===== src/exc_regs.vh =====
// constants for the processor exception sequencer
// How it works
// - exceptions taken only at execute-stage boundaries, access faults at any cycle; later instructions aborted
// - an uninterruptible locked or serialized instruction finishes first
// - step one copies status word, sets supervisor, clears both trace bits
// - reset and interrupt also update the priority mask in step one
// - interrupts get the vector from an acknowledge cycle, others internally
// - every exception but reset stacks a frame on the active supervisor stack
// - interrupt with stack select set clears it and stacks again on interrupt stack
// - vector address is vector base plus four times the vector number
// - program counter loaded from the vector; reset also loads interrupt stack pointer
// - four long words prefetched before normal execution resumes
// - vectors fetched as supervisor data references
// - only the reset vector is fixed; others follow the vector base
// - table of 256 four-byte vectors, 1024 bytes
// - vectors 0-63 for processor exceptions, 64-255 user interrupt vectors
// - reset takes stack pointer from vector 0 and program counter from vector 1
// - vector 2 access fault, vector 3 address error
// - vectors 4-7 illegal, divide by zero, bounds check, conditional trap
// - vectors 8-11 privilege, trace, 1010 and 1111 opcodes
// - vector 14 format error, vector 15 uninitialized interrupt
// - vector 24 spurious, 25-31 autovectors for levels 1-7
// - trap numbers 0-15 map to vectors 32-47
// - bus error on data or fetch raises an access fault
`ifndef EXC_REGS_VH
`define EXC_REGS_VH
// apb register byte offsets
`define OFS_STATUS 8'h00
`define OFS_VBASE 8'h04
`define OFS_ISP 8'h08
`define OFS_MSP 8'h0c
`define OFS_PC 8'h10
`define OFS_INFO 8'h14
// status word fields
`define SW_T1 15
`define SW_T0 14
`define SW_S 13
`define SW_M 12
`define SW_IPM_HI 10
`define SW_IPM_LO 8
`define SW_RESET 16'h2700
`define IPM_MAX 3'h7
// vector numbers
`define VEC_RESET_SP 8'h00
`define VEC_RESET_PC 8'h01
`define VEC_ACCESS 8'h02
`define VEC_ADDRESS 8'h03
`define VEC_ILLEGAL 8'h04
`define VEC_DIVZERO 8'h05
`define VEC_BOUNDS 8'h06
`define VEC_CONDTRAP 8'h07
`define VEC_PRIV 8'h08
`define VEC_TRACE 8'h09
`define VEC_LINE_A 8'h0a
`define VEC_LINE_F 8'h0b
`define VEC_FORMAT 8'h0e
`define VEC_UNINIT 8'h0f
`define VEC_SPURIOUS 8'h18
`define VEC_AUTO_BASE 8'h18
`define VEC_TRAP_BASE 8'h20
`define VEC_USER_BASE 8'h40
// exception cause codes from the pipeline
`define EC_ILLEGAL 4'h0
`define EC_DIVZERO 4'h1
`define EC_BOUNDS 4'h2
`define EC_CONDTRAP 4'h3
`define EC_PRIV 4'h4
`define EC_TRACE 4'h5
`define EC_LINE_A 4'h6
`define EC_LINE_F 4'h7
`define EC_FORMAT 4'h8
`define EC_ADDRESS 4'h9
`define EC_TRAP 4'ha
`define EC_UNINIT 4'hb
// stack frame format codes and last prefetch word index
`define FMT_NORMAL 4'h0
`define FMT_THROW 4'h1
`define PREFETCH_WORDS 2'h3
`endif


===== src/processor_exception_sequencer.v =====
// exception sequencer: status update, vector fetch, stacking, prefetch, apb registers
`timescale 1ns/10ps
`include "exc_regs.vh"
module processor_exception_sequencer (
  input wire clk_sys,
  input wire rst_b,
  input wire psel,
  input wire penable,
  input wire pwrite,
  input wire [7:0] paddr,
  input wire [31:0] pwdata,
  output reg [31:0] prdata,
  output wire pready,
  output wire pslverr,
  input wire insn_boundary,
  input wire insn_locked,
  input wire exc_req,
  input wire [3:0] exc_code,
  input wire [3:0] exc_trap_num,
  input wire [31:0] exc_pc,
  input wire [2:0] irq_level,
  input wire fetch_bus_error,
  input wire data_bus_error,
  output reg mem_req,
  output reg mem_write,
  output reg [31:0] mem_addr,
  output reg [31:0] mem_wdata,
  output reg mem_super,
  output reg mem_data_ref,
  output reg mem_iack,
  output reg [2:0] mem_iack_level,
  input wire [31:0] mem_rdata,
  input wire mem_ack,
  input wire mem_err,
  input wire mem_autovec,
  output reg pipe_abort,
  output reg exc_ack,
  output reg resume,
  output reg [31:0] resume_pc,
  output reg halted,
  output wire supervisor
);

// ==========================================================
// state
localparam ST_IDLE = 3'd0;
localparam ST_SAVE = 3'd1;
localparam ST_IACK = 3'd2;
localparam ST_STACK = 3'd3;
localparam ST_VEC = 3'd4;
localparam ST_PREF = 3'd5;
localparam ST_HALT = 3'd6;

reg [2:0] state;
reg [15:0] status_word;
reg [15:0] sr_copy;
reg [31:0] vector_base;
reg [31:0] interrupt_stack_pointer;
reg [31:0] master_stack_pointer;
reg [31:0] frame_pc;
reg [7:0] vec;
reg [2:0] irq_taken;
reg [1:0] cnt;
reg kind_reset;
reg kind_irq;
reg reset_pend;
reg fault_pend;

wire [2:0] ipm = status_word[`SW_IPM_HI:`SW_IPM_LO];
wire irq_pend = (irq_level > ipm) || (irq_level == `IPM_MAX);
wire done = mem_req && (mem_ack || mem_err);
wire [31:0] act_sp = status_word[`SW_M] ? master_stack_pointer : interrupt_stack_pointer;
wire [31:0] vec_addr = vector_base + {22'h0, vec, 2'b00};
wire sw_access = psel && penable;
wire sw_wr = sw_access && pwrite && (state == ST_IDLE);
wire bus_err_in = fetch_bus_error || data_bus_error;
wire may_take = insn_boundary && !insn_locked;
wire take_fault = fault_pend;
wire take_exc = !fault_pend && may_take && exc_req;
wire take_irq = !fault_pend && may_take && !exc_req && irq_pend;
wire start = (state == ST_IDLE) && !reset_pend && (take_fault || take_exc || take_irq);

assign supervisor = status_word[`SW_S];
assign pready = 1'b1;
assign pslverr = sw_access && (paddr > `OFS_INFO || paddr[1:0] != 2'b00);

// ==========================================================
// cause to vector
function [7:0] cause_vec;
  input [3:0] code;
  input [3:0] trap;
  begin
    case (code)
      `EC_ILLEGAL: cause_vec = `VEC_ILLEGAL;
      `EC_DIVZERO: cause_vec = `VEC_DIVZERO;
      `EC_BOUNDS: cause_vec = `VEC_BOUNDS;
      `EC_CONDTRAP: cause_vec = `VEC_CONDTRAP;
      `EC_PRIV: cause_vec = `VEC_PRIV;
      `EC_TRACE: cause_vec = `VEC_TRACE;
      `EC_LINE_A: cause_vec = `VEC_LINE_A;
      `EC_LINE_F: cause_vec = `VEC_LINE_F;
      `EC_FORMAT: cause_vec = `VEC_FORMAT;
      `EC_UNINIT: cause_vec = `VEC_UNINIT;
      `EC_ADDRESS: cause_vec = `VEC_ADDRESS;
      `EC_TRAP: cause_vec = `VEC_TRAP_BASE + {4'h0, trap};
      default: cause_vec = `VEC_ILLEGAL;
    endcase
  end
endfunction

// ==========================================================
// apb read data, captured in the setup phase
always @(posedge clk_sys or negedge rst_b) begin
  if (!rst_b) begin
    prdata <= 32'h0;
  end else if (psel && !penable) begin
    case (paddr)
      `OFS_STATUS: prdata <= {16'h0, status_word};
      `OFS_VBASE: prdata <= vector_base;
      `OFS_ISP: prdata <= interrupt_stack_pointer;
      `OFS_MSP: prdata <= master_stack_pointer;
      `OFS_PC: prdata <= resume_pc;
      `OFS_INFO: prdata <= {16'h0, 1'b0, state, halted, kind_reset, kind_irq, fault_pend, vec};
      default: prdata <= 32'h0;
    endcase
  end
end

// ==========================================================
// pending flags; a new bus error wins over the clear
always @(posedge clk_sys or negedge rst_b) begin
  if (!rst_b) begin
    fault_pend <= 1'b0;
  end else if (bus_err_in) begin
    fault_pend <= 1'b1;
  end else if (start && take_fault) begin
    fault_pend <= 1'b0;
  end
end

// ==========================================================
// status word
always @(posedge clk_sys or negedge rst_b) begin
  if (!rst_b) begin
    status_word <= `SW_RESET;
    sr_copy <= 16'h0;
  end else if (state == ST_SAVE) begin
    sr_copy <= status_word;
    status_word[`SW_S] <= 1'b1;
    status_word[`SW_T1] <= 1'b0;
    status_word[`SW_T0] <= 1'b0;
    if (kind_reset) begin
      status_word[`SW_IPM_HI:`SW_IPM_LO] <= `IPM_MAX;
      status_word[`SW_M] <= 1'b0;
    end else if (kind_irq) begin
      status_word[`SW_IPM_HI:`SW_IPM_LO] <= irq_taken;
    end
  end else if (state == ST_STACK && done && !mem_err && cnt[0] && kind_irq
               && status_word[`SW_M]) begin
    status_word[`SW_M] <= 1'b0;
  end else if (sw_wr && paddr == `OFS_STATUS) begin
    status_word <= pwdata[15:0];
  end
end

// ==========================================================
// vector base and stack pointers
always @(posedge clk_sys or negedge rst_b) begin
  if (!rst_b) begin
    vector_base <= 32'h0;
    interrupt_stack_pointer <= 32'h0;
    master_stack_pointer <= 32'h0;
  end else begin
    if (sw_wr && paddr == `OFS_VBASE)
      vector_base <= pwdata;
    if (state == ST_STACK && done && !mem_err && cnt[0]) begin
      if (status_word[`SW_M])
        master_stack_pointer <= master_stack_pointer - 32'h8;
      else
        interrupt_stack_pointer <= interrupt_stack_pointer - 32'h8;
    end else if (state == ST_VEC && kind_reset && done && !mem_err && !cnt[0]) begin
      interrupt_stack_pointer <= mem_rdata;
    end else begin
      if (sw_wr && paddr == `OFS_ISP)
        interrupt_stack_pointer <= pwdata;
      if (sw_wr && paddr == `OFS_MSP)
        master_stack_pointer <= pwdata;
    end
  end
end

// ==========================================================
// sequencer
always @(posedge clk_sys or negedge rst_b) begin
  if (!rst_b) begin
    state <= ST_IDLE;
    reset_pend <= 1'b1;
    kind_reset <= 1'b0;
    kind_irq <= 1'b0;
    vec <= 8'h0;
    irq_taken <= 3'h0;
    cnt <= 2'h0;
    frame_pc <= 32'h0;
    resume_pc <= 32'h0;
    pipe_abort <= 1'b0;
    exc_ack <= 1'b0;
    resume <= 1'b0;
    halted <= 1'b0;
    mem_req <= 1'b0;
    mem_write <= 1'b0;
    mem_addr <= 32'h0;
    mem_wdata <= 32'h0;
    mem_super <= 1'b0;
    mem_data_ref <= 1'b0;
    mem_iack <= 1'b0;
    mem_iack_level <= 3'h0;
  end else begin
    pipe_abort <= 1'b0;
    exc_ack <= 1'b0;
    resume <= 1'b0;
    if (done)
      mem_req <= 1'b0;
    case (state)
      ST_IDLE: begin
        cnt <= 2'h0;
        if (reset_pend) begin
          reset_pend <= 1'b0;
          kind_reset <= 1'b1;
          kind_irq <= 1'b0;
          state <= ST_SAVE;
        end else if (start) begin
          pipe_abort <= 1'b1;
          exc_ack <= 1'b1;
          frame_pc <= exc_pc;
          kind_reset <= 1'b0;
          kind_irq <= take_irq;
          irq_taken <= irq_level;
          if (take_fault)
            vec <= `VEC_ACCESS;
          else
            vec <= cause_vec(exc_code, exc_trap_num);
          state <= ST_SAVE;
        end
      end
      ST_SAVE: begin
        if (kind_reset)
          state <= ST_VEC;
        else if (kind_irq)
          state <= ST_IACK;
        else
          state <= ST_STACK;
      end
      ST_IACK: begin
        if (!mem_req && !done) begin
          mem_req <= 1'b1;
          mem_write <= 1'b0;
          mem_iack <= 1'b1;
          mem_iack_level <= irq_taken;
          mem_super <= 1'b1;
          mem_data_ref <= 1'b1;
          mem_addr <= 32'h0;
        end
        if (done) begin
          mem_iack <= 1'b0;
          if (mem_err)
            vec <= `VEC_SPURIOUS;
          else if (mem_autovec)
            vec <= `VEC_AUTO_BASE + {5'h0, irq_taken};
          else
            vec <= mem_rdata[7:0];
          state <= ST_STACK;
        end
      end
      ST_STACK: begin
        if (!mem_req && !done) begin
          mem_req <= 1'b1;
          mem_write <= 1'b1;
          mem_super <= 1'b1;
          mem_data_ref <= 1'b1;
          if (!cnt[0]) begin
            mem_addr <= act_sp - 32'h4;
            mem_wdata <= frame_pc;
          end else begin
            mem_addr <= act_sp - 32'h8;
            mem_wdata <= {sr_copy, (cnt[1] ? `FMT_THROW : `FMT_NORMAL), 2'b00, vec, 2'b00};
          end
        end
        if (done) begin
          if (mem_err) begin
            state <= ST_HALT;
          end else if (!cnt[0]) begin
            cnt <= {cnt[1], 1'b1};
          end else if (kind_irq && status_word[`SW_M]) begin
            cnt <= 2'h2;
          end else begin
            cnt <= 2'h0;
            state <= ST_VEC;
          end
        end
      end
      ST_VEC: begin
        if (!mem_req && !done) begin
          mem_req <= 1'b1;
          mem_write <= 1'b0;
          mem_super <= 1'b1;
          mem_data_ref <= 1'b1;
          if (kind_reset)
            mem_addr <= {22'h0, (cnt[0] ? `VEC_RESET_PC : `VEC_RESET_SP), 2'b00};
          else
            mem_addr <= vec_addr;
        end
        if (done) begin
          if (mem_err) begin
            state <= ST_HALT;
          end else if (kind_reset && !cnt[0]) begin
            cnt <= 2'h1;
          end else begin
            resume_pc <= mem_rdata;
            cnt <= 2'h0;
            state <= ST_PREF;
          end
        end
      end
      ST_PREF: begin
        if (!mem_req && !done) begin
          mem_req <= 1'b1;
          mem_write <= 1'b0;
          mem_super <= 1'b1;
          mem_data_ref <= 1'b0;
          mem_addr <= resume_pc + {28'h0, cnt, 2'b00};
        end
        if (done) begin
          if (mem_err) begin
            state <= ST_HALT;
          end else if (cnt == `PREFETCH_WORDS) begin
            resume <= 1'b1;
            cnt <= 2'h0;
            state <= ST_IDLE;
          end else begin
            cnt <= cnt + 2'h1;
          end
        end
      end
      ST_HALT: begin
        // a fault while sequencing cannot be recovered here; only reset leaves
        halted <= 1'b1;
      end
      default: begin
        state <= ST_HALT;
      end
    endcase
  end
end

endmodule // processor_exception_sequencer


===== config.mk =====
export PLATFORM = sky130hd
export DESIGN_NAME = processor_exception_sequencer
export DESIGN_NICKNAME = d
export VERILOG_FILES = /design/src/processor_exception_sequencer.v
export VERILOG_INCLUDE_DIRS = /design/src
export SDC_FILE = /design/constraint.sdc
export NUM_CORES = 1
export LEC_CHECK = 0
export ABC_AREA = 0
export BUFFER_PORTS_ARGS = -buffer_cell sky130_fd_sc_hd__buf_2
export CORE_ASPECT_RATIO = 1.75
export CORE_UTILIZATION = 38
export CTS_CLUSTER_DIAMETER = 200
export DETAILED_ROUTE_END_ITERATION = 7
export GPL_TIMING_DRIVEN = 0
export HOLD_SLACK_MARGIN = 0.08
export MAX_ROUTING_LAYER = met4
export PLACE_DENSITY = 0.65
export SYNTH_ARGS = -nofsm -noshare
export SYNTH_HDL_FRONTEND = slang
export SYNTH_SLANG_ARGS = --single-unit

===== constraint.sdc =====
create_clock -name clk_sys -period 4.1 [get_ports clk_sys]
set_input_delay 0.41 -clock clk_sys [delete_from_list [all_inputs] [get_ports clk_sys]]
set_output_delay 0.41 -clock clk_sys [all_outputs]
set_load 0.05 [all_outputs]

# ---- Word level (Yosys, flattened, before mapping)
# Cells that the tools add are included.
dict set report classes {
  n_addsub 9
  n_lt_le_gt_ge 2
  eq_ne 51
  n_mux 85
  bitwise_logic 6
  reduce_logical 83
}
# op count
set ops {}
lappend ops {{32-bit 2-to-1 mux} 16}
lappend ops {{32-bit one-hot mux with 6 select lines} 1}
lappend ops {{32-bit one-hot mux with 4 select lines} 1}
lappend ops {{32-bit by 4-bit subtractor with 32-bit output (second input constant)} 3}
lappend ops {{7-bit one-hot mux with 11 select lines} 1}
lappend ops {{3-bit 2-to-1 mux} 18}
lappend ops {{8-bit 2-to-1 mux} 5}
lappend ops {{2-bit inequality test (second input constant)} 17}
lappend ops {{32-bit by 10-bit adder with 32-bit output} 1}
lappend ops {{32-bit by 4-bit adder with 32-bit output} 1}
lappend ops {{32-bit by 3-bit subtractor with 32-bit output (second input constant)} 1}
lappend ops {{1-bit logical AND} 30}
lappend ops {{1-bit 2-to-1 mux} 25}
lappend ops {{3-bit one-hot mux with 7 select lines} 1}
lappend ops {{2-bit 2-to-1 mux} 9}
lappend ops {{3-bit inequality test (second input constant)} 6}
lappend ops {{3-bit AND reduction} 6}
lappend ops {{2-bit nonzero test} 9}
lappend ops {{4-bit by 3-bit == test with 1-bit output (second input constant)} 4}
lappend ops {{4-bit == test (second input constant)} 4}
lappend ops {{8-bit by 4-bit == test with 1-bit output (second input constant)} 2}
lappend ops {{8-bit by 5-bit == test with 1-bit output (second input constant)} 2}
lappend ops {{16-bit 2-to-1 mux} 1}
lappend ops {{8-bit one-hot mux with 2 select lines} 1}
lappend ops {{other kinds (33)} 71}
dict set report totals {
  ff_bits 319
  output_inout_bits 143
}

# ---- Longest topological paths before layout
# Gate-level depths: netlist of run 1.
dict set report depth {
  ltp_word 10
  depth_mapped 13
  mapped_depth_nobuf 10
}

# ---- Least setup slack after synthesis of run 1
# Ideal clock, no wire load.
dict set report synth_path {
  path_kind {flip-flop to flip-flop}
  from {reg status_word[12]}
  to {reg mem_addr[17]}
  setup_time_ns 0.121
  arrival_time_ns 2.980
  slack_ns 0.999
  stages_incl_launch_ff 13
  period_less_slack_ns 3.101
  cell_sequence {dfrtp_1 buf_2 buf_2 buf_2 buf_2 mux2i_1 ha_1 o21ai_1 nor4_4 nand3b_1 xnor2_1 a211o_1 a22o_1}
}
dict set report synth_via {
  elab_chain_len 5
}
# element line_no
set synth_rtl {}
lappend synth_rtl {{from (decl)} processor_exception_sequencer.v:55} ;# reg [15:0] status_word;
lappend synth_rtl {{from (signal assigned)} processor_exception_sequencer.v:145} ;# status_word <= `SW_RESET;
lappend synth_rtl {{from (signal, indexed assignment)} processor_exception_sequencer.v:153} ;# status_word[`SW_IPM_HI:`SW_IPM_LO] <= `IPM_MAX;
lappend synth_rtl {{from (signal, indexed assignment)} processor_exception_sequencer.v:156} ;# status_word[`SW_IPM_HI:`SW_IPM_LO] <= irq_taken;
lappend synth_rtl {{32-bit 2-to-1 mux (*)} processor_exception_sequencer.v:72} ;# wire [31:0] act_sp = status_word[`SW_M] ? master_stack_pointer : interrupt_stack_pointer;
lappend synth_rtl {{32-bit by 3-bit subtractor with 32-bit output or 32-bit by 4-bit subtractor with 32-bit output (tied branches)} {processor_exception_sequencer.v:281, processor_exception_sequencer.v:284}}
lappend synth_rtl {{32-bit 2-to-1 mux (*)} processor_exception_sequencer.v:280} ;# if (!cnt[0]) begin
lappend synth_rtl {{32-bit 2-to-1 mux (*)} processor_exception_sequencer.v:275} ;# if (!mem_req && !done) begin
lappend synth_rtl {{32-bit one-hot mux with 4 select lines (*)} processor_exception_sequencer.v:223} ;# case (state)
lappend synth_rtl {{to (signal assigned)} processor_exception_sequencer.v:281} ;# mem_addr <= act_sp - 32'h4;
lappend synth_rtl {{to (signal assigned)} processor_exception_sequencer.v:284} ;# mem_addr <= act_sp - 32'h8;
lappend synth_rtl {{to (signal assigned)} processor_exception_sequencer.v:308} ;# mem_addr <= {22'h0, (cnt[0] ? `VEC_RESET_PC : `VEC_RESET_SP), 2'b00};
lappend synth_rtl {{to (decl)} processor_exception_sequencer.v:26} ;# output reg [31:0] mem_addr,
# Every way passes the cells marked *; elsewhere a longest branch is shown, timed or not. The select of a mux whose other input is x is not followed.
# A chain may end at the register's enable or synchronous reset.

# ---- Worst setup path after layout of run 1
dict set report layout_path {
  from {reg status_word[12]}
  to {reg mem_addr[1]}
}
# Same word-level chain as after synthesis.

==> results.cfg, run 1 <==
[detailed_routing]
drc = 0
num_vias = 18664
routed_wl_mm = 86.5
ant_nets = 0
vias_per_cell = 6.05
first_pass_iters = 8
wl_per_cell_um = 28.0
first_iter_violations = 1905

[pwr]
leakage_nw = 9.98
power_density_nw_per_um2 = 659
ir_worst_vdd_uv = 480

[placed_design]
port_buffers = 268
post-place-ws_ns = 0.0216
dp_hpwl_mm = 68.2
gp_congestion = 1.01

[die]
start_util = 0.386
coreArea_um2 = 48900
die-area_um2 = 50500
io_pins = 271
die-height_um = 297
die_w_um = 170
num_rows = 107

[synthesis]
async_flop_share = 1.00
synth_enable_flop_cells = 0
yosysWarnings = 0
ys_ff_latch = 319
ys_seq_area_frac = 0.424
avgSynthCellArea_um2 = 9.02
synth_flop_cell = dfrtp_1
syn_nets = 2243
ys_types = 80
netlist_area_um2 = 18800
synthCells = 2089

[clock_tree]
cts_buffers = 35
cts_buffer_depth = 3
clk_pin_slew_ns = 0.07
cts_tree = built
clock_sinks = 319
worst_skew_pair.late_latency_ns = 0.55
clock-root-buffer = clkbuf_16
htree_num_levels = 2

[timing]
finClkSkew_ns = 0.0220
relSlewSlack = 0.268
final_hold_viol_count = 0
rsz0062_at_grt = false
fin_crit_sh = 0.934
slew_violations = 0
period_needed_ns = 3.83
worst_slack_ns = 0.271
hold_slack_ns = 0.0945
setup_violations = 0
tightest_slew_ns = 1.10
max_freq_mhz = 261

[final_layout]
final_util = 0.457
multiInputGateArea_um2 = 10100
nets = 2558
final_common_cell = dfrtp_1
syn2layout_area_growth_pct = 18.4
fillers = 4870
drive_gt1_frac = 0.204
layout_common_cells = 314 x dfrtp_1, 283 x buf_2, 269 x nand2_1, 181 x nor2_1, 173 x a21oi_1
final-seq-area_um2 = 7990

[global_route]
grt_pass1_vias = 18570
track_usage = 0.355
antenna_found_initial = 2
grt_overflow = 0
grt_start_max_net_pins = 116
grt_pass1_wl_mm = 124

[job]
maxCapViolCount = 0

[min_path]
worstHoldPathType = input pin to register
min_from = exc_pc[1]

[critical_path]
crit_path_start_kind = register
arrival_ns = 4.22
cp.required_ns = 4.50
critPathLaunch = status_word[12]
crit_path_end_kind = register
cp_max_fo = 19
r2r_start = status_word[12]
crit_type = register to register

[status]
outcome = finished, final reports clean
[metal layers]
layer | global-route usage | share of wire | vias up
met1 | 0.359 | 0.34 | 9173
met5 | - | 0 | -
met2 | 0.605 | 0.49 | 966
li1 | - | - | 8170
met3 | 0.0436 | 0.058 | 355
met4 | 0.312 | 0.11 | 0
[worst max-delay path: stages (launching register included)]
cell and delay, ns:
dfrtp_1 0.33, buf_2 0.25, buf_2 0.29, buf_2 0.29, buf_2 0.34, buf_2 0.65, mux2i_1 0.62, nor2_1 0.08
a221oi_1 0.63, o21ai_0 0.16
[power by group]
| part | leakage (nW) | internal (mW) | switching, mW |
|---|---|---|---|
| Clock | 0.549 | 1.87 | 1.39 |
| Sequential | 4.14 | 3.94 | 0.945 |
| Combinational | 5.29 | 1.97 | 4.58 |
| Total | 9.98 | 7.78 | 6.92 |
[kinds of logic (layout without fill, tap and decap cells)]
kind of cell               Yosys count  count (layout)  share of synthesized area
adders and majority gates           26              26                     0.0181
AOI/OAI and AO/OA                  558             558                      0.184
DFF                                319             319                      0.424
and+or+nand+nor                    719             719                      0.182
xor gates and xnor gates            83              83                     0.0386
muxes                              196             196                      0.113
other                                1               7                   0.000199
buffers and inverters              187             521                     0.0399
[synthesized netlist by cell type, drive strengths merged, types with 6 or more instances]
| cell type | instances | area, um2 |
|---|---|---|
| or3 | 19 | 134 |
| nand2 | 269 | 1010 |
| and3 | 12 | 75.1 |
| nor2b | 12 | 75.1 |
| a222oi | 19 | 190 |
| nand2b | 20 | 125 |
| a22oi | 40 | 300 |
| o22a | 9 | 78.8 |
| mux2i | 72 | 721 |
| and4 | 6 | 52.6 |
| o22ai | 26 | 163 |
| xor2 | 40 | 350 |
| ha | 24 | 300 |
| a21o | 22 | 165 |
| o21a | 12 | 90.1 |
| a211oi | 6 | 45.0 |
| inv | 33 | 124 |
| nand3b | 15 | 113 |
| nor3b | 11 | 82.6 |
| a221oi | 16 | 146 |
| nor2 | 183 | 689 |
| buf | 40 | 200 |
| a21oi | 173 | 866 |
| mux2 | 123 | 1390 |
| nand3 | 39 | 195 |
| nor3 | 62 | 315 |
| a22o | 9 | 78.8 |
| o21ai | 158 | 791 |
| and2 | 7 | 43.8 |
| nand4 | 17 | 106 |
| a31oi | 12 | 75.1 |
| dfrtp | 314 | 7860 |
| o31ai | 6 | 45.0 |
| a32oi | 7 | 61.3 |
| nor4 | 25 | 205 |
| clkbuf | 114 | 428 |
| xnor2 | 43 | 377 |
| o211ai | 6 | 45.0 |
[area by class of cell]
class,count,share of cell area
Antenna cell,6,0.000673
Buffer,153,0.0280
Clock buffer,45,0.0437
Clock inverter,11,0.00707
Inverter,33,0.00555
Multi-Input combinational cell,1583,0.453
Sequential cell,319,0.358
Tap cell,654,0.0367
Timing Repair Buffer,279,0.0669
[per-stage QoR]
| step | std cells | instance area (um2) | power, mW | setup TNS, ns |
|---|---|---|---|---|
| after floorplan | 2089 | 18800 | 9.06 | 0 |
| after global placement | 3011 | 21000 | 11.3 | -1153.81 |
| after detailed placement | 3014 | 21100 | 11.4 | 0 |
| after CTS | 3076 | 22300 | 14.7 | 0 |
| after global routing | 3079 | 22300 | 15.3 | 0 |
| final | 3083 | 22300 | 14.7 | 0 |
[state kept, by name, indices dropped and copies added, names as in the netlist, 2 cells and up]
name,count
interrupt_stack_pointer,32
master_stack_pointer,32
state,3
prdata,32
status_word,16
mem_addr,32
mem_wdata,32
frame_pc,32
cnt,2
vector_base,32
sr_copy,16
mem_iack_level,3
irq_taken,3
resume_pc,32
vec,8
[final timing paths]
| kind | end | slack, ns | cells past startpoint |
|---|---|---|---|
| max reg2reg | mem_addr[1] | 0.27 | 9 |
| min reg2reg | mem_wdata[13] | 0.46 | 2 |
| min | frame_pc[1] | 0.09 | 2 |
| max in group asynchronous | prdata[21] | 2.00 | 4 |
| min in group asynchronous | frame_pc[18] | 0.45 | 2 |
| max | mem_addr[1] | 0.27 | 9 |
[what timing repair did]
action	CTS	global route
endpoints found under the hold margin	96	0
setup endpoints to repair	1	28
hold buffers	6	0
gates resized for setup	0	2
pin swaps	1	1
setup buffers	0	2
(Power assumes the default switching activity.)
==> run 2: changes to the inputs <==
- CORE_ASPECT_RATIO: 1.75 -> 1.5
==> results.cfg, run 2 (synthesis results as in run 1) <==
[critical_path]
path_buf_inv = 4
r2r_start = state[1]
slowest_delay_ns = 0.68
critPathLaunch = state[1]
crit_path_start_kind = register
crit_slowest_cell = clkbuf_1
cp.required_ns = 4.56
arrival_ns = 4.49
path_cells = clkbuf_1 -> inv_1 -> nor2_1 -> clkbuf_1 -> nor2_1 -> nand2_1 -> buf_1 -> o21ai_0 -> a21oi_1
crit_path_end_kind = register
crit_type = register to register
cp_top_family = buffers and inverters
cp_max_fo = 10

[global_route]
grt_overflow = 0
grt_pass1_vias = 18523
track_usage = 0.344
busiest_layer = met2
grt_pass1_wl_mm = 122
grtUsageMet1 = 0.362
grt_use_met3 = 0.0626
grt_start_max_net_pins = 118
antenna_found_initial = 2
met2_usage = 0.558

[final_layout]
final_common_cell = dfrtp_1
final-seq-area_um2 = 7990
syn2layout_area_growth_pct = 19.0
final_util = 0.459
layout_common_cells = 314 x dfrtp_1, 283 x buf_2, 269 x nand2_1, 182 x nor2_1, 172 x a21oi_1
final_cells = 3096
multiInputGateArea_um2 = 10100
fillers = 4909
drive_gt1_frac = 0.208
nets = 2563

[placed_design]
dp_cells = 3015
port_buffers = 268
gp_congestion = 1.00
dp_hpwl_mm = 65.2

[die]
die-height_um = 275
die_w_um = 184
num_rows = 99
io_pins = 271
die-area_um2 = 50500
coreArea_um2 = 48800
start_util = 0.386

[timing]
relSlewSlack = 0.0332
slew_violations = 0
final_hold_viol_count = 0
finClkSkew_ns = 0.0259
setup_violations = 0
tightest_slew_ns = 1.44
rsz0062_at_grt = false
period_needed_ns = 4.03
max_freq_mhz = 248
fin_crit_sh = 0.982

[detailed_routing]
ant_nets = 0
drc = 0
vias_per_cell = 6.07
wl_per_cell_um = 27.4
first_iter_violations = 1787
num_vias = 18780
routed_wl_mm = 84.8
first_pass_iters = 6

[status]
outcome = finished, final reports clean

[clock_tree]
cts_tree = built
cts_buffer_depth = 3
clock_sinks = 319
clock-root-buffer = clkbuf_16
clk_pin_slew_ns = 0.06
cts_buffers = 38
worst_skew_pair.late_latency_ns = 0.56
htree_num_levels = 2

[pwr]
ir_worst_vdd_uv = 495
power_density_nw_per_um2 = 669
leakage_nw = 10.0

[job]
maxCapViolCount = 0

[min_path]
min_from = exc_pc[15]
worstHoldPathType = input pin to register
-- run 2: cell types whose count changed in the layout (fill, tap and decap cells not counted), sizes merged --
cell         change
dlygate4sd3      +1
clkinvlp         +2
clkbuf           +5
clkinv           +7
diode            -4
buf              +1
bufinv           -1
-- run 2: timing repair --
item | CTS | global route
endpoints found under the hold margin | 96 | 0
gates resized for setup | 1 | 2
hold buffers | 7 | 0
buffers inserted | 0 | 3
setup endpoints to repair | 43 | 23
pin swaps | 0 | 1
-- run 2: path summary, 6_finish.rpt --
path	to	slack (ns)	depth (start not counted)
max reg2reg	mem_addr[30]	0.07	9
min	frame_pc[15]	0.09	2
max	mem_addr[30]	0.07	9
min reg2reg	mem_wdata[14]	0.46	2
max in group asynchronous	mem_iack_level[2]	2.54	3
min in group asynchronous	prdata[31]	0.47	2
-- run 2: final cells by class --
cell class / instances / share of cell area
well taps: 656 / 0.0366
diodes: 2 / 0.000223
clock buffers: 50 / 0.0467
repair buffers: 280 / 0.0669
clock inverters: 19 / 0.00809
inverters: 33 / 0.00553
flip-flops and latches: 319 / 0.356
plain buffers: 154 / 0.0280
multi-input cells: 1583 / 0.452
-- run 2: report_power, final --
part	leakage, nW	total [mW]	internal (mW)	switching (mW)
logic	5.30	6.66	1.97	4.68
clock network	0.597	3.41	1.94	1.47
registers	4.14	4.93	3.95	0.981
-- run 2: routing by layer --
layer	vias to the layer above	part of all wire	wire length, um
li1	8167	-	-
met4	0	0.099	8420
met1	9193	0.35	29400
met5	-	0	0
met3	369	0.077	6570
met2	1051	0.48	40500
-- run 2: metrics by stage --
stage	worst slack, ns	setup TNS, ns	hold slack, ns	total power, mW	cell area (um2)
after global routing	0.00352	0	0.0889	15.6	22400
final	0.0747	0	0.0882	15.0	22400
after CTS	0.00578	0	0.0810	14.9	22400
after floorplan	0.999	0	0.114	9.06	18800
after global placement	-3.59	-1126.68	0.447	11.3	21000
after detailed placement	-0.316	-3.96	0.452	11.4	21100
==> run 3: changes to the inputs <==
- GPL_ROUTABILITY_DRIVEN: not set -> 0
- MAX_ROUTING_LAYER: met4 -> not set
==> results.cfg, run 3 (synthesis results as in run 1) <==
[timing]
rsz0062_at_grt = false
finClkSkew_ns = 0.0323
period_needed_ns = 4.10
tightest_slew_ns = 1.16
worst_slack_ns = 0.00227
slew_violations = 0
fin_crit_sh = 0.999
final_hold_viol_count = 0
hold_slack_ns = 0.0945
max_freq_mhz = 244
setup_violations = 0
relSlewSlack = 0.219

[global_route]
antenna_found_initial = 5
grt_overflow = 0
grt_pass1_vias = 18523
track_usage = 0.316
grt_pass1_wl_mm = 118
grt_start_max_net_pins = 125

[die]
num_rows = 99
start_util = 0.386
die_w_um = 184
io_pins = 271
die-height_um = 275
die-area_um2 = 50500
coreArea_um2 = 48800

[detailed_routing]
first_pass_iters = 8
drc = 0
vias_per_cell = 6.17
first_iter_violations = 2179
num_vias = 19068
ant_nets = 0
routed_wl_mm = 80.6
wl_per_cell_um = 26.1

[critical_path]
crit_slowest_cell = clkdlybuf4s15_1
path_cells = clkbuf_1 -> inv_1 -> nor2_1 -> clkdlybuf4s15_1 -> nor2_1 -> nand2_1 -> buf_1 -> o21ai_0 -> o22ai_1
crit_path_frequent_cell = nor2_1
crit_path_end_kind = register
crit_type = register to register
cp.required_ns = 4.57
crit_path_start_kind = register
path_buf_inv = 4
slowest_delay_ns = 0.71
cp_top_family = buffers and inverters
cp_max_fo = 10
arrival_ns = 4.57

[placed_design]
dp_cells = 3016
port_buffers = 268
post-place-ws_ns = -0.0386
dpl-instance-area_um2 = 21100
dp_hpwl_mm = 60.4

[pwr]
switchingPower_mw = 7.08
p_clk_frac = 0.225
total_power_mw = 14.9
p_comb_frac = 0.446
cell_internal_pwr_mw = 7.86
leakage_nw = 10.0
power_density_nw_per_um2 = 668
power.share.switching = 0.474
power.share.sequential = 0.329
ir_worst_vdd_uv = 490

[clock_tree]
cts_tree = built
cts_buffer_depth = 3
clock_sinks = 319
cts_setup_buffers = 0
clock-root-buffer = clkbuf_16
cts_buffers = 37
clk_pin_slew_ns = 0.06
htree_num_levels = 2
worst_skew_pair.late_latency_ns = 0.56

[job]
maxCapViolCount = 0

[final_layout]
layout_common_cells = 314 x dfrtp_1, 283 x buf_2, 269 x nand2_1, 182 x nor2_1, 172 x a21oi_1
final_common_cell = dfrtp_1
nets = 2560
final_cells = 3090
postLayoutCellArea_um2 = 22400
syn2layout_area_growth_pct = 18.8
drive_gt1_frac = 0.207

[min_path]
worstHoldPathType = input pin to register

[status]
outcome = finished, final reports clean
==> run 3: cell count changes in the layout (fill, tap and decap cells not counted), sizes merged <==
| cell | delta |
|---|---|
| buf | -2 |
| clkbuf | -1 |
| clkdlybuf4s15 | +1 |
| clkinv | +1 |
| clkinvlp | -3 |
| diode | -1 |
| inv | -1 |
==> run 3: worst paths after layout <==
kind	from	end	cells past startpoint	slack, ns
max	state[1]	mem_addr[28]	9	0.002
min	exc_pc[12]	frame_pc[12]	2	0.09
max reg2reg	state[1]	mem_addr[28]	9	0.002
min reg2reg	mem_wdata[1]	mem_wdata[1]	2	0.47
max in group asynchronous	rst_b	frame_pc[26]	3	2.45
min in group asynchronous	rst_b	prdata[31]	2	0.51
==> run 3: cell type report <==
cell class | instances | area, um2
Fill cell | 4817 | 26400
Clock buffer | 50 | 1050
Multi-Input combinational cell | 1583 | 10100
Antenna cell | 1 | 2.50
Timing Repair Buffer | 278 | 1480
Sequential cell | 319 | 7990
Tap cell | 656 | 821
Inverter | 33 | 124
Buffer | 154 | 634
Clock inverter | 16 | 159
==> run 3: layer usage <==
metal | track usage | vias up | part of all wire
li1 | - | 8181 | -
met1 | 0.347 | 9112 | 0.33
met2 | 0.520 | 1357 | 0.46
met3 | 0.0808 | 412 | 0.11
met4 | 0.253 | 6 | 0.096
met5 | 0 | - | 0.00052
==> run 3: per-stage QoR <==
stage                     TNS (ns)  utilization
after floorplan                  0            -
after global placement    -1094.28        0.430
after detailed placement   -0.0386        0.432
after CTS                        0        0.458
after global routing             0        0.459
final                            0        0.459
==> run 3: what timing repair did <==
item,4_1_cts,5_1_grt
hold buffers,7,0
setup endpoints to repair,2,17
endpoints found under the hold margin,114,0
pin swaps,0,1
gates resized for setup,1,4
==> run 3: power by group through the flow <==
stage | sequential (mW) | clock [mW] | combinational (mW)
floorplan | 5.91 | 0 | 3.14
global placement | 4.87 | 0 | 6.28
detailed placement | 4.91 | 0 | 6.42
CTS | 4.86 | 3.39 | 6.45
global route | 4.97 | 3.52 | 7.03
finish | 4.92 | 3.36 | 6.66
